<file path="config.mk">
export PLATFORM = sky130hd
export DESIGN_NAME = scs_clock_ctrl
export DESIGN_NICKNAME = d
export VERILOG_FILES = /design/src/hw/scs_pkg.sv /design/src/hw/scs_clock_ctrl.sv
export SDC_FILE = /design/constraint.sdc
export NUM_CORES = 1
export LEC_CHECK = 0
export BUFFER_PORTS_ARGS = -buffer_cell sky130_fd_sc_hd__buf_4
export CORE_ASPECT_RATIO = 2
export CORE_MARGIN = 8
export CORE_UTILIZATION = 59
export CTS_BUF_LIST = sky130_fd_sc_hd__clkbuf_2 sky130_fd_sc_hd__clkbuf_4 sky130_fd_sc_hd__clkbuf_8
export DETAILED_ROUTE_END_ITERATION = 10
export PLACE_DENSITY = 0.82
export SKIP_LAST_GASP = 1
export SYNTH_ARGS = -nofsm -noshare
export SYNTH_HDL_FRONTEND = slang
export SYNTH_SLANG_ARGS = --single-unit
export TNS_END_PERCENT = 100
</file>
<file path="constraint.sdc">
create_clock -name i_core_clk -period 3.5 [get_ports i_core_clk]
set_input_delay 0.525 -clock i_core_clk [delete_from_list [all_inputs] [get_ports i_core_clk]]
set_output_delay 0.525 -clock i_core_clk [all_outputs]
set_load 0.005 [all_outputs]
</file>
<file path="src/hw/scs_pkg.sv">
package scs_pkg;
  // ****************************************
  // bus and register map
  // ****************************************
  localparam int AXI_AW = 4;
  localparam logic [AXI_AW-1:0] OFF_CTRL = 4'h0;
  localparam logic [AXI_AW-1:0] OFF_STATUS = 4'h4;
  localparam logic [AXI_AW-1:0] OFF_TRIM = 4'h8;
  localparam logic [AXI_AW-1:0] OFF_CONFIG = 4'hC;
  localparam logic [1:0] RESP_OKAY = 2'h0;
  localparam logic [1:0] RESP_SLVERR = 2'h2;

  // ****************************************
  // control register fields
  // ****************************************
  localparam int CTRL_SEL_LSB = 0;
  localparam int CTRL_FREQ_LSB = 3;
  localparam logic [1:0] RUN_SEL_RST = 2'h0;
  localparam logic [3:0] FREQ_SEL_RST = 4'h7;
  localparam logic [5:0] TRIM_RST = 6'h00;

  // ****************************************
  // status register fields
  // ****************************************
  localparam int STS_SRC_LSB = 5;
  localparam int STS_FAST_BIT = 7;

  // ****************************************
  // encodings
  // ****************************************
  localparam logic [1:0] MODE_EXT_HIGH = 2'h3;
  localparam logic [1:0] MODE_EXT_MED = 2'h2;
  localparam logic [1:0] MODE_EXT_LOW = 2'h1;
  localparam logic [1:0] MODE_INTERNAL = 2'h0;
  localparam logic [1:0] SEL_DEFAULT = 2'h0;
  localparam logic [1:0] SEL_SECONDARY = 2'h1;
  localparam logic [3:0] FREQ_LOW_CODE = 4'h0;
  localparam logic [3:0] FREQ_HIGH_TOP = 4'hF;
  localparam logic [3:0] FREQ_MED_TOP = 4'h7;

  typedef enum logic [1:0] {
    SCS_SRC_EXT = 2'h0,
    SCS_SRC_SEC = 2'h1,
    SCS_SRC_INT = 2'h2
  } scs_src_t;

  typedef enum logic [2:0] {
    SCS_ST_RUN = 3'h1,
    SCS_ST_WAIT_LOW = 3'h2,
    SCS_ST_WAIT_HIGH = 3'h4
  } scs_state_t;

  // ****************************************
  // oscillator model
  // ****************************************
  localparam int CLK_PERIOD_NS = 100;
  localparam int HF_READY_NS = 5000;
  localparam int HF_LOCK_NS = 20000;
  localparam int HF_STABLE_NS = 50000;
  localparam int MF_READY_NS = 2000;
  localparam int LF_READY_NS = 3000;
  localparam int HF_READY_CYC = (HF_READY_NS + CLK_PERIOD_NS - 1) / CLK_PERIOD_NS;
  localparam int HF_LOCK_CYC = (HF_LOCK_NS + CLK_PERIOD_NS - 1) / CLK_PERIOD_NS;
  localparam int HF_STABLE_CYC = (HF_STABLE_NS + CLK_PERIOD_NS - 1) / CLK_PERIOD_NS;
  localparam int MF_READY_CYC = (MF_READY_NS + CLK_PERIOD_NS - 1) / CLK_PERIOD_NS;
  localparam int LF_READY_CYC = (LF_READY_NS + CLK_PERIOD_NS - 1) / CLK_PERIOD_NS;
  localparam int CNT_W = 10;
  localparam int ACC_W = 24;
  localparam logic [ACC_W-1:0] MF_STEP = 24'h000400;
  localparam int PLL_SHIFT = 5;
  localparam int MF_POST_BASE = 15;
  localparam int HF_POST_BASE = 15;
  localparam int LF_BIT = 8;
endpackage
</file>
<file path="src/hw/scs_clock_ctrl.sv">
// Implementation choices: the address map and the AXI4-Lite interface to the registers.
`timescale 1ns/1ps
`default_nettype none
// Operation
// - power-up clock mode is taken from the two-bit configuration field
// - mode 11 high, 10 medium, 01 low external; 00 internal oscillator
// - external modes bypass the start-up timer, no added delay
// - fully static core: stopped external clock halts, resumes with state kept
// - run-time clock select field overrides the power-up selection
// - select 00 default, 01 secondary oscillator, 1x internal; cleared on reset
// - internal mode releases the clock input pin for general I/O
// - clock output pin is I/O or clock output per enable bit
// - enable bit active low: 0 drives clock out, 1 disables it
// - high source is the medium source multiplied by a PLL
// - separate uncalibrated low source, not tied to medium source
// - high source passes a postscaler and mux steered by frequency select
// - frequency select offers seven postscaled medium and eight postscaled high frequencies
// - frequency select loads 0111 on any reset
// - high source enabled when selected and mode 00 or select 1x
// - medium source enabled when selected and mode 00 or select 1x
// - fast start-up oscillator runs until the high source is stable
// - status holds a read-only high source ready flag
// - high locked flag set within two percent of final frequency
// - high stable flag set within half percent of final frequency
// - status holds a medium source ready flag
// - trim register shifts medium source and thus the high source
module scs_clock_ctrl
  import scs_pkg::*;
#(
  parameter int HF_READY_C = HF_READY_CYC,
  parameter int HF_LOCK_C = HF_LOCK_CYC,
  parameter int HF_STABLE_C = HF_STABLE_CYC,
  parameter int MF_READY_C = MF_READY_CYC,
  parameter int LF_READY_C = LF_READY_CYC
) (
  input wire logic i_core_clk,
  input wire logic i_srst,
  input wire logic [AXI_AW-1:0] i_awaddr,
  input wire logic i_awvalid,
  output logic o_awready,
  input wire logic [31:0] i_wdata,
  input wire logic [3:0] i_wstrb,
  input wire logic i_wvalid,
  output logic o_wready,
  output logic [1:0] o_bresp,
  output logic o_bvalid,
  input wire logic i_bready,
  input wire logic [AXI_AW-1:0] i_araddr,
  input wire logic i_arvalid,
  output logic o_arready,
  output logic [31:0] o_rdata,
  output logic [1:0] o_rresp,
  output logic o_rvalid,
  input wire logic i_rready,
  input wire logic [1:0] i_power_up_clock_mode,
  input wire logic i_clock_out_pin_enable_n,
  input wire logic i_clock_input_pin,
  input wire logic i_secondary_osc,
  output logic o_sys_clk,
  output logic o_startup_timer_en,
  output logic o_clock_input_pin_is_gpio,
  output logic o_clock_output_pin_o,
  output logic o_clock_output_pin_oe,
  output logic o_fast_startup_active,
  output logic [1:0] o_active_source
);
  // ****************************************
  // configuration capture
  // ****************************************
  logic [1:0] pu_mode_q;
  logic clock_output_pin_en_n_q;
  always_ff @(posedge i_core_clk) begin
    if (i_srst) begin
      pu_mode_q <= i_power_up_clock_mode;
      clock_output_pin_en_n_q <= i_clock_out_pin_enable_n;
    end
  end
  wire pu_internal = (pu_mode_q == MODE_INTERNAL);

  // ****************************************
  // axi4-lite slave
  // ****************************************
  logic aw_held_q, w_held_q, bvalid_q, rvalid_q;
  logic [AXI_AW-1:0] awaddr_q;
  logic [31:0] wdata_q, rdata_q;
  logic [3:0] wstrb_q;
  logic [1:0] bresp_q, rresp_q;
  logic [1:0] run_sel_q;
  logic [3:0] freq_sel_q;
  logic [5:0] trim_q;
  logic [4:0] sts_sync1_q, sts_sync2_q;
  scs_src_t cur_src_q;
  assign o_awready = !aw_held_q && !bvalid_q;
  assign o_wready = !w_held_q && !bvalid_q;
  assign o_arready = !rvalid_q;
  assign o_bvalid = bvalid_q;
  assign o_bresp = bresp_q;
  assign o_rvalid = rvalid_q;
  assign o_rdata = rdata_q;
  assign o_rresp = rresp_q;
  wire aw_take = i_awvalid && o_awready;
  wire w_take = i_wvalid && o_wready;
  wire ar_take = i_arvalid && o_arready;
  wire wr_fire = aw_held_q && w_held_q && !bvalid_q;
  wire wr_ctrl = wr_fire && (awaddr_q == OFF_CTRL) && wstrb_q[0];
  wire wr_trim = wr_fire && (awaddr_q == OFF_TRIM) && wstrb_q[0];
  wire wr_ok = (awaddr_q == OFF_CTRL) || (awaddr_q == OFF_TRIM) ||
               (awaddr_q == OFF_STATUS) || (awaddr_q == OFF_CONFIG);
  wire rd_ok = (i_araddr == OFF_CTRL) || (i_araddr == OFF_TRIM) ||
               (i_araddr == OFF_STATUS) || (i_araddr == OFF_CONFIG);
  wire [31:0] ctrl_view = 32'({freq_sel_q, 1'b0, run_sel_q});
  wire [31:0] sts_view = 32'({o_fast_startup_active, cur_src_q, sts_sync2_q});
  wire [31:0] trim_view = 32'(trim_q);
  wire [31:0] cfg_view = 32'({clock_output_pin_en_n_q, pu_mode_q});
  wire [31:0] rd_mux = (i_araddr == OFF_CTRL) ? ctrl_view :
                       (i_araddr == OFF_STATUS) ? sts_view :
                       (i_araddr == OFF_TRIM) ? trim_view :
                       (i_araddr == OFF_CONFIG) ? cfg_view : 32'h00000000;

  always_ff @(posedge i_core_clk) begin
    if (i_srst) begin
      aw_held_q <= 1'b0;
      w_held_q <= 1'b0;
      bvalid_q <= 1'b0;
      rvalid_q <= 1'b0;
      awaddr_q <= '0;
      wdata_q <= '0;
      wstrb_q <= '0;
      bresp_q <= RESP_OKAY;
      rresp_q <= RESP_OKAY;
      rdata_q <= '0;
    end else begin
      if (aw_take) begin
        aw_held_q <= 1'b1;
        awaddr_q <= i_awaddr;
      end
      if (w_take) begin
        w_held_q <= 1'b1;
        wdata_q <= i_wdata;
        wstrb_q <= i_wstrb;
      end
      if (wr_fire) begin
        aw_held_q <= 1'b0;
        w_held_q <= 1'b0;
        bvalid_q <= 1'b1;
        bresp_q <= wr_ok ? RESP_OKAY : RESP_SLVERR;
      end else if (bvalid_q && i_bready) begin
        bvalid_q <= 1'b0;
      end
      if (ar_take) begin
        rvalid_q <= 1'b1;
        rdata_q <= rd_mux;
        rresp_q <= rd_ok ? RESP_OKAY : RESP_SLVERR;
      end else if (rvalid_q && i_rready) begin
        rvalid_q <= 1'b0;
      end
    end
  end

  // ****************************************
  // control and trim registers
  // ****************************************
  always_ff @(posedge i_core_clk) begin
    if (i_srst) begin
      run_sel_q <= RUN_SEL_RST;
      freq_sel_q <= FREQ_SEL_RST;
      trim_q <= TRIM_RST;
    end else begin
      if (wr_ctrl) begin
        run_sel_q <= wdata_q[CTRL_SEL_LSB +: 2];
        freq_sel_q <= wdata_q[CTRL_FREQ_LSB +: 4];
      end
      if (wr_trim) begin
        trim_q <= wdata_q[5:0];
      end
    end
  end

  // ****************************************
  // oscillator enables
  // ****************************************
  wire int_path = pu_internal || run_sel_q[1];
  wire sel_low = (freq_sel_q == FREQ_LOW_CODE);
  // top bit picks the high-source postscaler
  wire sel_high = freq_sel_q[3];
  wire sel_med = !sel_low && !sel_high;
  wire hf_en = sel_high && int_path;
  wire mf_en = sel_med && int_path;
  wire mf_run = mf_en || hf_en;
  wire lf_en = sel_low && int_path;

  // ****************************************
  // start-up counters per oscillator
  // ****************************************
  localparam int NOSC = 3;
  wire [NOSC-1:0] osc_en = {lf_en, mf_run, hf_en};
  localparam int OSC_LIM [NOSC] = '{HF_STABLE_C, MF_READY_C, LF_READY_C};
  logic [CNT_W-1:0] osc_cnt_q [NOSC];
  genvar g;
  generate
    for (g = 0; g < NOSC; g++) begin : g_osc
      always_ff @(posedge i_core_clk) begin
        if (i_srst || !osc_en[g]) begin
          osc_cnt_q[g] <= '0;
        end else if (osc_cnt_q[g] < CNT_W'(OSC_LIM[g])) begin
          osc_cnt_q[g] <= osc_cnt_q[g] + CNT_W'(1);
        end
      end
    end
  endgenerate
  wire hf_rdy_raw = hf_en && (osc_cnt_q[0] >= CNT_W'(HF_READY_C));
  wire hf_lock_raw = hf_en && (osc_cnt_q[0] >= CNT_W'(HF_LOCK_C));
  wire hf_stab_raw = hf_en && (osc_cnt_q[0] >= CNT_W'(HF_STABLE_C));
  wire mf_rdy_raw = mf_run && (osc_cnt_q[1] >= CNT_W'(MF_READY_C));
  wire lf_rdy_raw = lf_en && (osc_cnt_q[2] >= CNT_W'(LF_READY_C));
  wire [4:0] sts_raw = {lf_rdy_raw, mf_rdy_raw, hf_stab_raw, hf_lock_raw, hf_rdy_raw};
  always_ff @(posedge i_core_clk) begin
    if (i_srst) begin
      sts_sync1_q <= '0;
      sts_sync2_q <= '0;
    end else begin
      sts_sync1_q <= sts_raw;
      sts_sync2_q <= sts_sync1_q;
    end
  end
  assign o_fast_startup_active = hf_en && !sts_sync2_q[2];

  // ****************************************
  // internal source phase model
  // ****************************************
  logic [ACC_W-1:0] mf_acc_q, hf_acc_q;
  logic [CNT_W-1:0] lf_cnt_q;
  wire [ACC_W-1:0] mf_step = MF_STEP + {{(ACC_W-6){trim_q[5]}}, trim_q};
  wire [ACC_W-1:0] hf_step = mf_step << PLL_SHIFT;
  always_ff @(posedge i_core_clk) begin
    if (i_srst) begin
      mf_acc_q <= '0;
      hf_acc_q <= '0;
      lf_cnt_q <= '0;
    end else begin
      if (mf_run) begin
        mf_acc_q <= mf_acc_q + mf_step;
      end
      if (hf_en) begin
        hf_acc_q <= hf_acc_q + hf_step;
      end
      if (lf_en) begin
        lf_cnt_q <= lf_cnt_q + CNT_W'(1);
      end
    end
  end
  wire [4:0] mf_tap = 5'(MF_POST_BASE) + 5'(FREQ_MED_TOP - freq_sel_q);
  wire [4:0] hf_tap = 5'(HF_POST_BASE) + 5'(FREQ_HIGH_TOP - freq_sel_q);
  wire int_level = sel_low ? lf_cnt_q[LF_BIT] :
                   sel_high ? hf_acc_q[hf_tap] : mf_acc_q[mf_tap];
  wire int_ready = sel_low ? lf_rdy_raw : sel_high ? hf_stab_raw : mf_rdy_raw;

  // ****************************************
  // glitch-free source switch
  // ****************************************
  scs_state_t state_q;
  scs_src_t tgt_src_q;
  logic [3:0] cur_freq_q;
  logic sys_clk_q;
  // select decode, 1x wins over default
  wire scs_src_t req_src = run_sel_q[1] ? SCS_SRC_INT :
                           (run_sel_q == SEL_SECONDARY) ? SCS_SRC_SEC :
                           pu_internal ? SCS_SRC_INT : SCS_SRC_EXT;
  // external sources need no start-up wait
  wire req_ready = (req_src == SCS_SRC_INT) ? int_ready : 1'b1;
  wire req_change = (req_src != cur_src_q) ||
                    ((req_src == SCS_SRC_INT) && (freq_sel_q != cur_freq_q));
  // external clock sampled as-is, no watchdog on it
  wire cur_level = (cur_src_q == SCS_SRC_EXT) ? i_clock_input_pin :
                   (cur_src_q == SCS_SRC_SEC) ? i_secondary_osc : int_level;
  wire tgt_level = (tgt_src_q == SCS_SRC_EXT) ? i_clock_input_pin :
                   (tgt_src_q == SCS_SRC_SEC) ? i_secondary_osc : int_level;
  always_ff @(posedge i_core_clk) begin
    if (i_srst) begin
      state_q <= SCS_ST_RUN;
      cur_src_q <= SCS_SRC_EXT;
      tgt_src_q <= SCS_SRC_EXT;
      cur_freq_q <= FREQ_SEL_RST;
      sys_clk_q <= 1'b0;
    end else begin
      case (state_q)
        // wait for target ready, then old low
        SCS_ST_RUN: begin
          sys_clk_q <= cur_level;
          if (req_change && req_ready) begin
            tgt_src_q <= req_src;
            state_q <= SCS_ST_WAIT_LOW;
          end
        end
        SCS_ST_WAIT_LOW: begin
          sys_clk_q <= cur_level;
          if (!cur_level) begin
            state_q <= SCS_ST_WAIT_HIGH;
          end
        end
        // hold low until new source rises
        SCS_ST_WAIT_HIGH: begin
          sys_clk_q <= 1'b0;
          if (tgt_level) begin
            cur_src_q <= tgt_src_q;
            cur_freq_q <= freq_sel_q;
            state_q <= SCS_ST_RUN;
          end
        end
        default: begin
          state_q <= SCS_ST_RUN;
          sys_clk_q <= 1'b0;
        end
      endcase
    end
  end
  assign o_sys_clk = sys_clk_q;
  assign o_active_source = cur_src_q;

  // ****************************************
  // pins and start-up timer
  // ****************************************
  // bypass start-up timer in external modes
  assign o_startup_timer_en = pu_internal;
  assign o_clock_input_pin_is_gpio = pu_internal;
  assign o_clock_output_pin_oe = !clock_output_pin_en_n_q;
  assign o_clock_output_pin_o = sys_clk_q;
endmodule
`default_nettype wire

</file>
After elaboration in Yosys (flattened, before gate mapping)
Memories as Yosys holds them, arrays and structs flattened.
Index checks and enable logic that the tools add are counted.
- memories: 1
- RAM bits: 30
- bits of input ports: 56
- logic and storage cells: 179
- output and inout port bits: 49
- bits in read-only memories: 0
- bits in latches: 0
- flip-flop bits (word level): 147
- memories (memory ; depth ; bits a word ; read ports ; clocked after memory_dff ; wr ports ; line ; source):
    osc_cnt_q ; 3 ; 10 ; 3 ; 0 ; 3 ; scs_clock_ctrl.sv:198 ; logic [CNT_W-1:0] osc_cnt_q [NOSC];
- eq/ne operators: 18
- reductions and logical operators: 62
- bitwise gates (word level): 4
- shifts and indexed selects: 0
- mux-type cells: 48
- add/sub/neg operators: 11
- multiply operators: 0
- $lt $le $gt $ge: 10
- divide/modulo/power cells: 0
- operators with widths (cell ; number):
    $add 24x24->24 ; 2
    $add 10x1->10 const B ; 4
    $mux 1 ; 30
    $mux 10 ; 3
    $logic_and 1x1->1 ; 25
    $ge 10x5->1 const B ; 2
    $lt 10x5->1 const B ; 2
    $eq 4x4->1 const B ; 4
    $mux 8 ; 2
    $add 12x6->13 const A ; 1
    $logic_not 4->1 ; 3
    $logic_or 1x1->1 ; 12
    $lt 5x6->1 const B ; 2
    $mux 3 ; 4
    $logic_not 1->1 ; 11
    $add 4x5->5 const A ; 2
    $bmux 1 s5 ; 2
    $ge 10x6->1 const B ; 1
    $ge 10x8->1 const B ; 1
    $ge 10x9->1 const B ; 1
    $lt 10x9->1 const B ; 1
    $mux 2 ; 5
    $pmux 3 s3 ; 1
    $eq 4x3->1 const B ; 2
    18 further kinds ; 30

Longest topological paths before layout
- word-level depth: 12
- depth in mapped cells: 11

Worst setup path before layout
Ideal clock, no wire load.
- kind: reg2reg
- start: register freq_sel_q[1]
- end: register cur_freq_q[0]
- stages on the path, launching flop included: 12
- setup time: 0.072 ns
- data arrival time: 2.627 ns
- setup slack: 0.802 ns
- path through: dfxtp_1 clkbuf_1 inv_1 ha_1 buf_6 and4_1 o21ai_1 a31oi_1 nor3_1 or4b_4 a21oi_4 mux2i_1
- word-level cells in the longest chain between the ends: 9
- elaborated cells on any way between the ends: 14
- classes of those cells: 4 x add/sub; 8 x mux; 2 x reduce/logical
- RTL lines (item ; line ; source):
    start: declaration ; scs_clock_ctrl.sv:89 ; logic [3:0] freq_sel_q;
    start signal: assignment ; scs_clock_ctrl.sv:171 ; freq_sel_q <= wdata_q[CTRL_FREQ_LSB +: 4];
    $sub 3x4->5 / $sub 4x4->5 (equally long branches) ; scs_clock_ctrl.sv:252, scs_clock_ctrl.sv:253 ;
    $add 4x5->5 (on tied branches) ; scs_clock_ctrl.sv:252, scs_clock_ctrl.sv:253 ;
    $bmux 1 s5 ; scs_clock_ctrl.sv:255 ; sel_high ? hf_acc_q[hf_tap] : mf_acc_q[mf_tap];
    $mux 1 (implied by the code) ; scs_clock_ctrl.sv:255 ;
    $mux 1 ; scs_clock_ctrl.sv:255 ;
    $mux 1 * ; scs_clock_ctrl.sv:254 ; wire int_level = sel_low ? lf_cnt_q[LF_BIT] :
    $mux 1 * ; scs_clock_ctrl.sv:277 ; (tgt_src_q == SCS_SRC_SEC) ? i_secondary_osc : int_level;
    $mux 1 * ; scs_clock_ctrl.sv:276 ; wire tgt_level = (tgt_src_q == SCS_SRC_EXT) ? i_clock_input_pin :
    $reduce_and 2->1 (no line) * ; -- ;
    end signal: assignment ; scs_clock_ctrl.sv:306 ; cur_freq_q <= freq_sel_q;
    end: declaration ; scs_clock_ctrl.sv:263 ; logic [3:0] cur_freq_q;
Every way passes the cells marked *; elsewhere a longest branch is shown, timed or not. The select of a mux whose other input is x is not followed.
A chain may end at the register's enable or synchronous reset.

Final worst setup path
- start: register trim_q[0]
- end: register hf_acc_q[17]
- word-level cells in the longest chain between the ends: 2
- RTL lines (item ; line ; source):
    start: declaration ; scs_clock_ctrl.sv:90 ; logic [5:0] trim_q;
    start signal: assignment ; scs_clock_ctrl.sv:174 ; trim_q <= wdata_q[5:0];
    $add 12x6->13 ; scs_clock_ctrl.sv:233 ; wire [ACC_W-1:0] mf_step = MF_STEP + {{(ACC_W-6){trim_q[5]}}, trim_q};
    $add 24x24->24 ; scs_clock_ctrl.sv:245 ; hf_acc_q <= hf_acc_q + hf_step;
    end signal: assignment ; scs_clock_ctrl.sv:245 ;
    end: declaration ; scs_clock_ctrl.sv:231 ; logic [ACC_W-1:0] mf_acc_q, hf_acc_q;
No other way between the ends.

==> key figures <==
Die
  – Starting density of the core: 0.6028
  – Die outline height: 176.2 um
  – Area of the die: 16930 um^2
  – Core footprint: 12550 um^2
  – Std-Cell Rows: 58
  – Die boundary width: 96.08 um
  – Count of pins on the block boundary: 105

GRT
  – Largest net degree at the start of global routing: 69
  – Leftover overflow at the end of global routing: 0
  – Number of antenna violations at the first check in global routing: 0
  – Global-route wire length before repair: 27670 um
  – Global-route total usage across every layer: 0.2071
  – Via count of the first global-routing pass: 6058

Detailed routing
  – DRC errors left: 0
  – Average wire length per cell after detail routing: 15.93 um
  – Detailed Route WL: 16850 um
  – DRT antenna net count: 0
  – Drt initial violations: 282
  – Count of vias placed by the detailed router: 6042
  – Drt pass-1 iters: 5
  – Average vias per placed instance: 5.711

CTS
  – Root Buffer Master: sky130_fd_sc_hd__clkbuf_8
  – Count of hold-fix buffers inserted at cts: 0
  – Setup Buffers After CTS: 0
  – Post-CTS clock slew at the launch and capture registers of the worst setup and hold paths: 0.09 ns
  – Clock network latency to the later pin of the worst-skew pair: 0.46 ns
  – Maximum level of the CTS H-tree: 4
  – Number of CTS-inserted buffers: 17
  – Buffer depth of the longest clock path: 2
  – TritonCTS Sinks: 145
  – CTS tree: done
  – CTS-repair resized insts: 0

Worst setup path
  – Kind of capture point of the worst setup path: flip-flop
  – Register-to-Register Path Depth: 9
  – Worst Path Required: 3.81 ns
  – Start-to-end type of the worst setup path: flip-flop to flip-flop
  – Crit-path max FO: 4
  – Launching point of the worst reg2reg path: trim_q[0]
  – Worst R2R End: hf_acc_q[17]
  – Category of the worst setup path launch point: flip-flop
  – R2R Setup Slk: 0.39 ns
  – Arrival time at the worst endpoint: 3.42 ns

Cells and area
  – Final non-filler cell area: 8416 um^2
  – Final net count: 985
  – Antenna diode instance count: 0
  – P&R area growth vs syn: 11.21%
  – Utilization after layout: 0.6703
  – Ratio of cells with drive above 1 in the final layout: 0.1256

Hold path
  – Hold path depth: 2
  – Worst Hold Endpoint: o_rvalid
  – Startpoint of the tightest hold check path: i_rready
  – Worst Hold Class: primary input to flip-flop

Logic synthesis
  – Warnings from Yosys: 0
  – Post-synthesis async set-or-reset flop share: 0
  – Distinct cells, synth: 72
  – Number of synthesized flops with an enable pin: 33
  – Gate count of the mapped netlist: 839
  – Proportion of netlist area held by the largest area contributor: 0.2963
  – Register area share after synthesis: 0.4272
  – Primary flip-flop cell chosen by synthesis mapping: sky130_fd_sc_hd__dfxtp_1
  – Synth area leaders: sky130_fd_sc_hd__dfxtp_1 (30%), sky130_fd_sc_hd__edfxtp_1 (13%), sky130_fd_sc_hd__nor2_1 (5.8%)
  – #FFs+latches synth: 145
  – Synthesized area: 7567 um^2
  – Average instance area after synthesis: 9.019 um^2
  – Cell accounting for the most synthesized area: sky130_fd_sc_hd__dfxtp_1

STA
  – # setup viols final: 0
  – Final number of max-transition violations: 0
  – Highest clock frequency the design can meet: 321.1 MHz
  – Post-route minimum period: 3.115 ns
  – Final cycle utilization of the critical path: 0.8899
  – Final hold viol count: 0
  – Final sum of negative setup slack: 0 ns
  – Max-slew headroom at the worst pin: 0.4570
  – Slew at the pin with the worst max-slew slack: 0.8083 ns
  – Clock tree skew after final layout: 0.01634 ns
  – Unrepaired setup endpoints after global routing: false

Placed design
  – Gp weighted congestion: 0.8823
  – Total of buffers placed on input and output ports: 50
  – Post-detailed-placement cell area: 8009 um^2
  – DP Wirelength: 12470 um

Power
  – Proportion of power drawn by the clock network: 0.409
  – Logic pwr share: 0.059
  – Largest voltage drop on the vdd net: 0.4215 mV
  – Leakage power figure: 3.394 nW
  – Overall power consumption: 3.323 mW
  – Relative contribution of sequential cells to total power: 0.531
  – Power Dens Cells: 394.9 nW/um^2
  – P_int: 2.507 mW
  – Switching Power: 0.8162 mW
  – Net switching fraction of the power: 0.2456

Run
  – Number of max-cap violations: 0

Run status
  – Result of the run: completed
[layer usage]
layer | up-vias | GRT usage | routed length, um
li1 | 2977 | - | -
met1 | 2853 | 0.2038 | 6133
met2 | 166 | 0.3798 | 9262
met3 | 46 | 0.03830 | 699
met4 | 0 | 0.1227 | 756
met5 | - | 0 | 0
[how the worst max path moves through the flow]
stage / to / depth (start not counted) / start / slack (ns)
global route: hf_acc_q[17] / 9 / trim_q[0] / 0.12
detailed placement: hf_acc_q[17] / 9 / trim_q[0] / 0.54
finish: hf_acc_q[17] / 9 / trim_q[0] / 0.39
CTS: hf_acc_q[17] / 9 / trim_q[0] / 0.43
floorplan: cur_freq_q[0] / 11 / freq_sel_q[1] / 0.80
global placement: o_active_source[1] / 9 / freq_sel_q[0] / 0.63
[layout make-up]
| type | count | area, um^2 |
|---|---|---|
| Multi-Input combinational cell | 645 | 4040 |
| Fill cell | 1045 | 4139 |
| Clock inverter | 12 | 143.9 |
| Inverter | 26 | 97.59 |
| Tap cell | 150 | 187.7 |
| Clock buffer | 20 | 262.8 |
| Timing Repair Buffer | 60 | 450.4 |
| Sequential cell | 145 | 3233 |
[state kept, by name, summed over array words and instances, names as in the netlist, 3 cells and up]
register,cells
sts_sync1_q,5
wdata_q,7
awaddr_q,4
cur_freq_q,4
o_rdata,8
freq_sel_q,4
lf_cnt_q,9
mf_acc_q,24
trim_q,6
hf_acc_q,19
sts_sync2_q,5
osc_cnt_q,30
state_q,3
[logic make-up (layout without fill, tap and decap cells)]
group / Yosys count / after routing / share of synthesized area
xor+xnor: 56 / 56 / 0.06481
fa+ha+maj: 34 / 34 / 0.05820
compound gates: 145 / 145 / 0.1242
flops: 145 / 145 / 0.4272
mux: 40 / 40 / 0.06250
buf+inv: 85 / 118 / 0.05754
simple gates: 333 / 333 / 0.2050
other cells: 1 / 37 / 0.0004956
[power by group through the flow]
stage | Sequential, mW | Clock, mW | Combinational (mW)
after global placement | 1.80 | 0 | 0.193
after CTS | 1.77 | 1.38 | 0.197
after floorplan | 1.80 | 0 | 0.147
final | 1.77 | 1.36 | 0.197
after global routing | 1.77 | 1.46 | 0.220
after detailed placement | 1.80 | 0 | 0.197
[metrics by stage]
stage	hold WS [ns]	instances	worst slack (ns)
CTS	0.2262	1058	0.4286
floorplan	0.4138	875	0.8018
global route	0.2248	1058	0.1239
detailed placement	0.4241	1026	0.5381
global placement	0.4242	1026	0.6328
finish	0.2449	1058	0.3854
[Yosys cell counts (2+ instances only)]
cell type,n
sky130_fd_sc_hd__o21ai_0,23
sky130_fd_sc_hd__nand4_1,6
sky130_fd_sc_hd__o21a_1,4
sky130_fd_sc_hd__nor4b_1,3
sky130_fd_sc_hd__and3_1,10
sky130_fd_sc_hd__and4_1,2
sky130_fd_sc_hd__or3_1,10
sky130_fd_sc_hd__mux2i_1,30
sky130_fd_sc_hd__nand3b_1,2
sky130_fd_sc_hd__nor4bb_1,2
sky130_fd_sc_hd__nor3_1,22
sky130_fd_sc_hd__clkbuf_1,26
sky130_fd_sc_hd__nor3b_1,4
sky130_fd_sc_hd__fa_1,2
sky130_fd_sc_hd__a31oi_1,4
sky130_fd_sc_hd__inv_1,26
sky130_fd_sc_hd__ha_1,32
sky130_fd_sc_hd__a211oi_1,18
sky130_fd_sc_hd__a21o_1,5
sky130_fd_sc_hd__xnor2_1,32
sky130_fd_sc_hd__buf_2,3
sky130_fd_sc_hd__mux2_2,3
sky130_fd_sc_hd__mux2_4,2
sky130_fd_sc_hd__a22oi_1,7
sky130_fd_sc_hd__nand3_1,19
sky130_fd_sc_hd__nand4b_1,3
sky130_fd_sc_hd__dfxtp_1,112
sky130_fd_sc_hd__nor2b_1,11
sky130_fd_sc_hd__nor2_1,117
sky130_fd_sc_hd__mux4_2,2
sky130_fd_sc_hd__nand2_1,95
sky130_fd_sc_hd__o211ai_1,4
sky130_fd_sc_hd__o21ai_1,3
sky130_fd_sc_hd__nand2b_1,8
sky130_fd_sc_hd__o31ai_1,6
sky130_fd_sc_hd__buf_4,28
sky130_fd_sc_hd__a21oi_1,51
sky130_fd_sc_hd__edfxtp_1,33
sky130_fd_sc_hd__or2_2,6
sky130_fd_sc_hd__mux4_1,2
sky130_fd_sc_hd__xor2_1,24
sky130_fd_sc_hd__and2_1,7
[worst max-delay path, stage by stage, from the launching register on]
cell,delay (ns)
sky130_fd_sc_hd__dfxtp_1,0.40
sky130_fd_sc_hd__ha_1,0.26
sky130_fd_sc_hd__fa_1,0.44
sky130_fd_sc_hd__a211oi_1,0.28
sky130_fd_sc_hd__o21ai_0,0.23
sky130_fd_sc_hd__a2111oi_0,0.71
sky130_fd_sc_hd__o31ai_1,0.28
sky130_fd_sc_hd__nand4b_1,0.17
sky130_fd_sc_hd__xor2_1,0.15
sky130_fd_sc_hd__nor2_1,0.05
[layout by cell type (no fill, tap or decap), types with 10 or more instances in the layout]
| cell type | Yosys | layout |
|---|---|---|
| sky130_fd_sc_hd__xnor2_1 | 32 | 32 |
| sky130_fd_sc_hd__nor2b_1 | 11 | 11 |
| sky130_fd_sc_hd__edfxtp_1 | 33 | 33 |
| sky130_fd_sc_hd__a211oi_1 | 18 | 18 |
| sky130_fd_sc_hd__and3_1 | 10 | 10 |
| sky130_fd_sc_hd__dfxtp_1 | 112 | 112 |
| sky130_fd_sc_hd__mux2i_1 | 30 | 30 |
| sky130_fd_sc_hd__nor3_1 | 22 | 22 |
| sky130_fd_sc_hd__inv_1 | 26 | 26 |
| sky130_fd_sc_hd__or3_1 | 10 | 10 |
| sky130_fd_sc_hd__o21ai_0 | 23 | 23 |
| sky130_fd_sc_hd__buf_4 | 28 | 60 |
| sky130_fd_sc_hd__nand2_1 | 95 | 95 |
| sky130_fd_sc_hd__nand3_1 | 19 | 19 |
| sky130_fd_sc_hd__ha_1 | 32 | 32 |
| sky130_fd_sc_hd__a21oi_1 | 51 | 51 |
| sky130_fd_sc_hd__clkbuf_8 | 0 | 18 |
| sky130_fd_sc_hd__conb_1 | 1 | 37 |
| sky130_fd_sc_hd__nor2_1 | 117 | 117 |
| sky130_fd_sc_hd__xor2_1 | 24 | 24 |
Power figures use the tool's default switching activity.
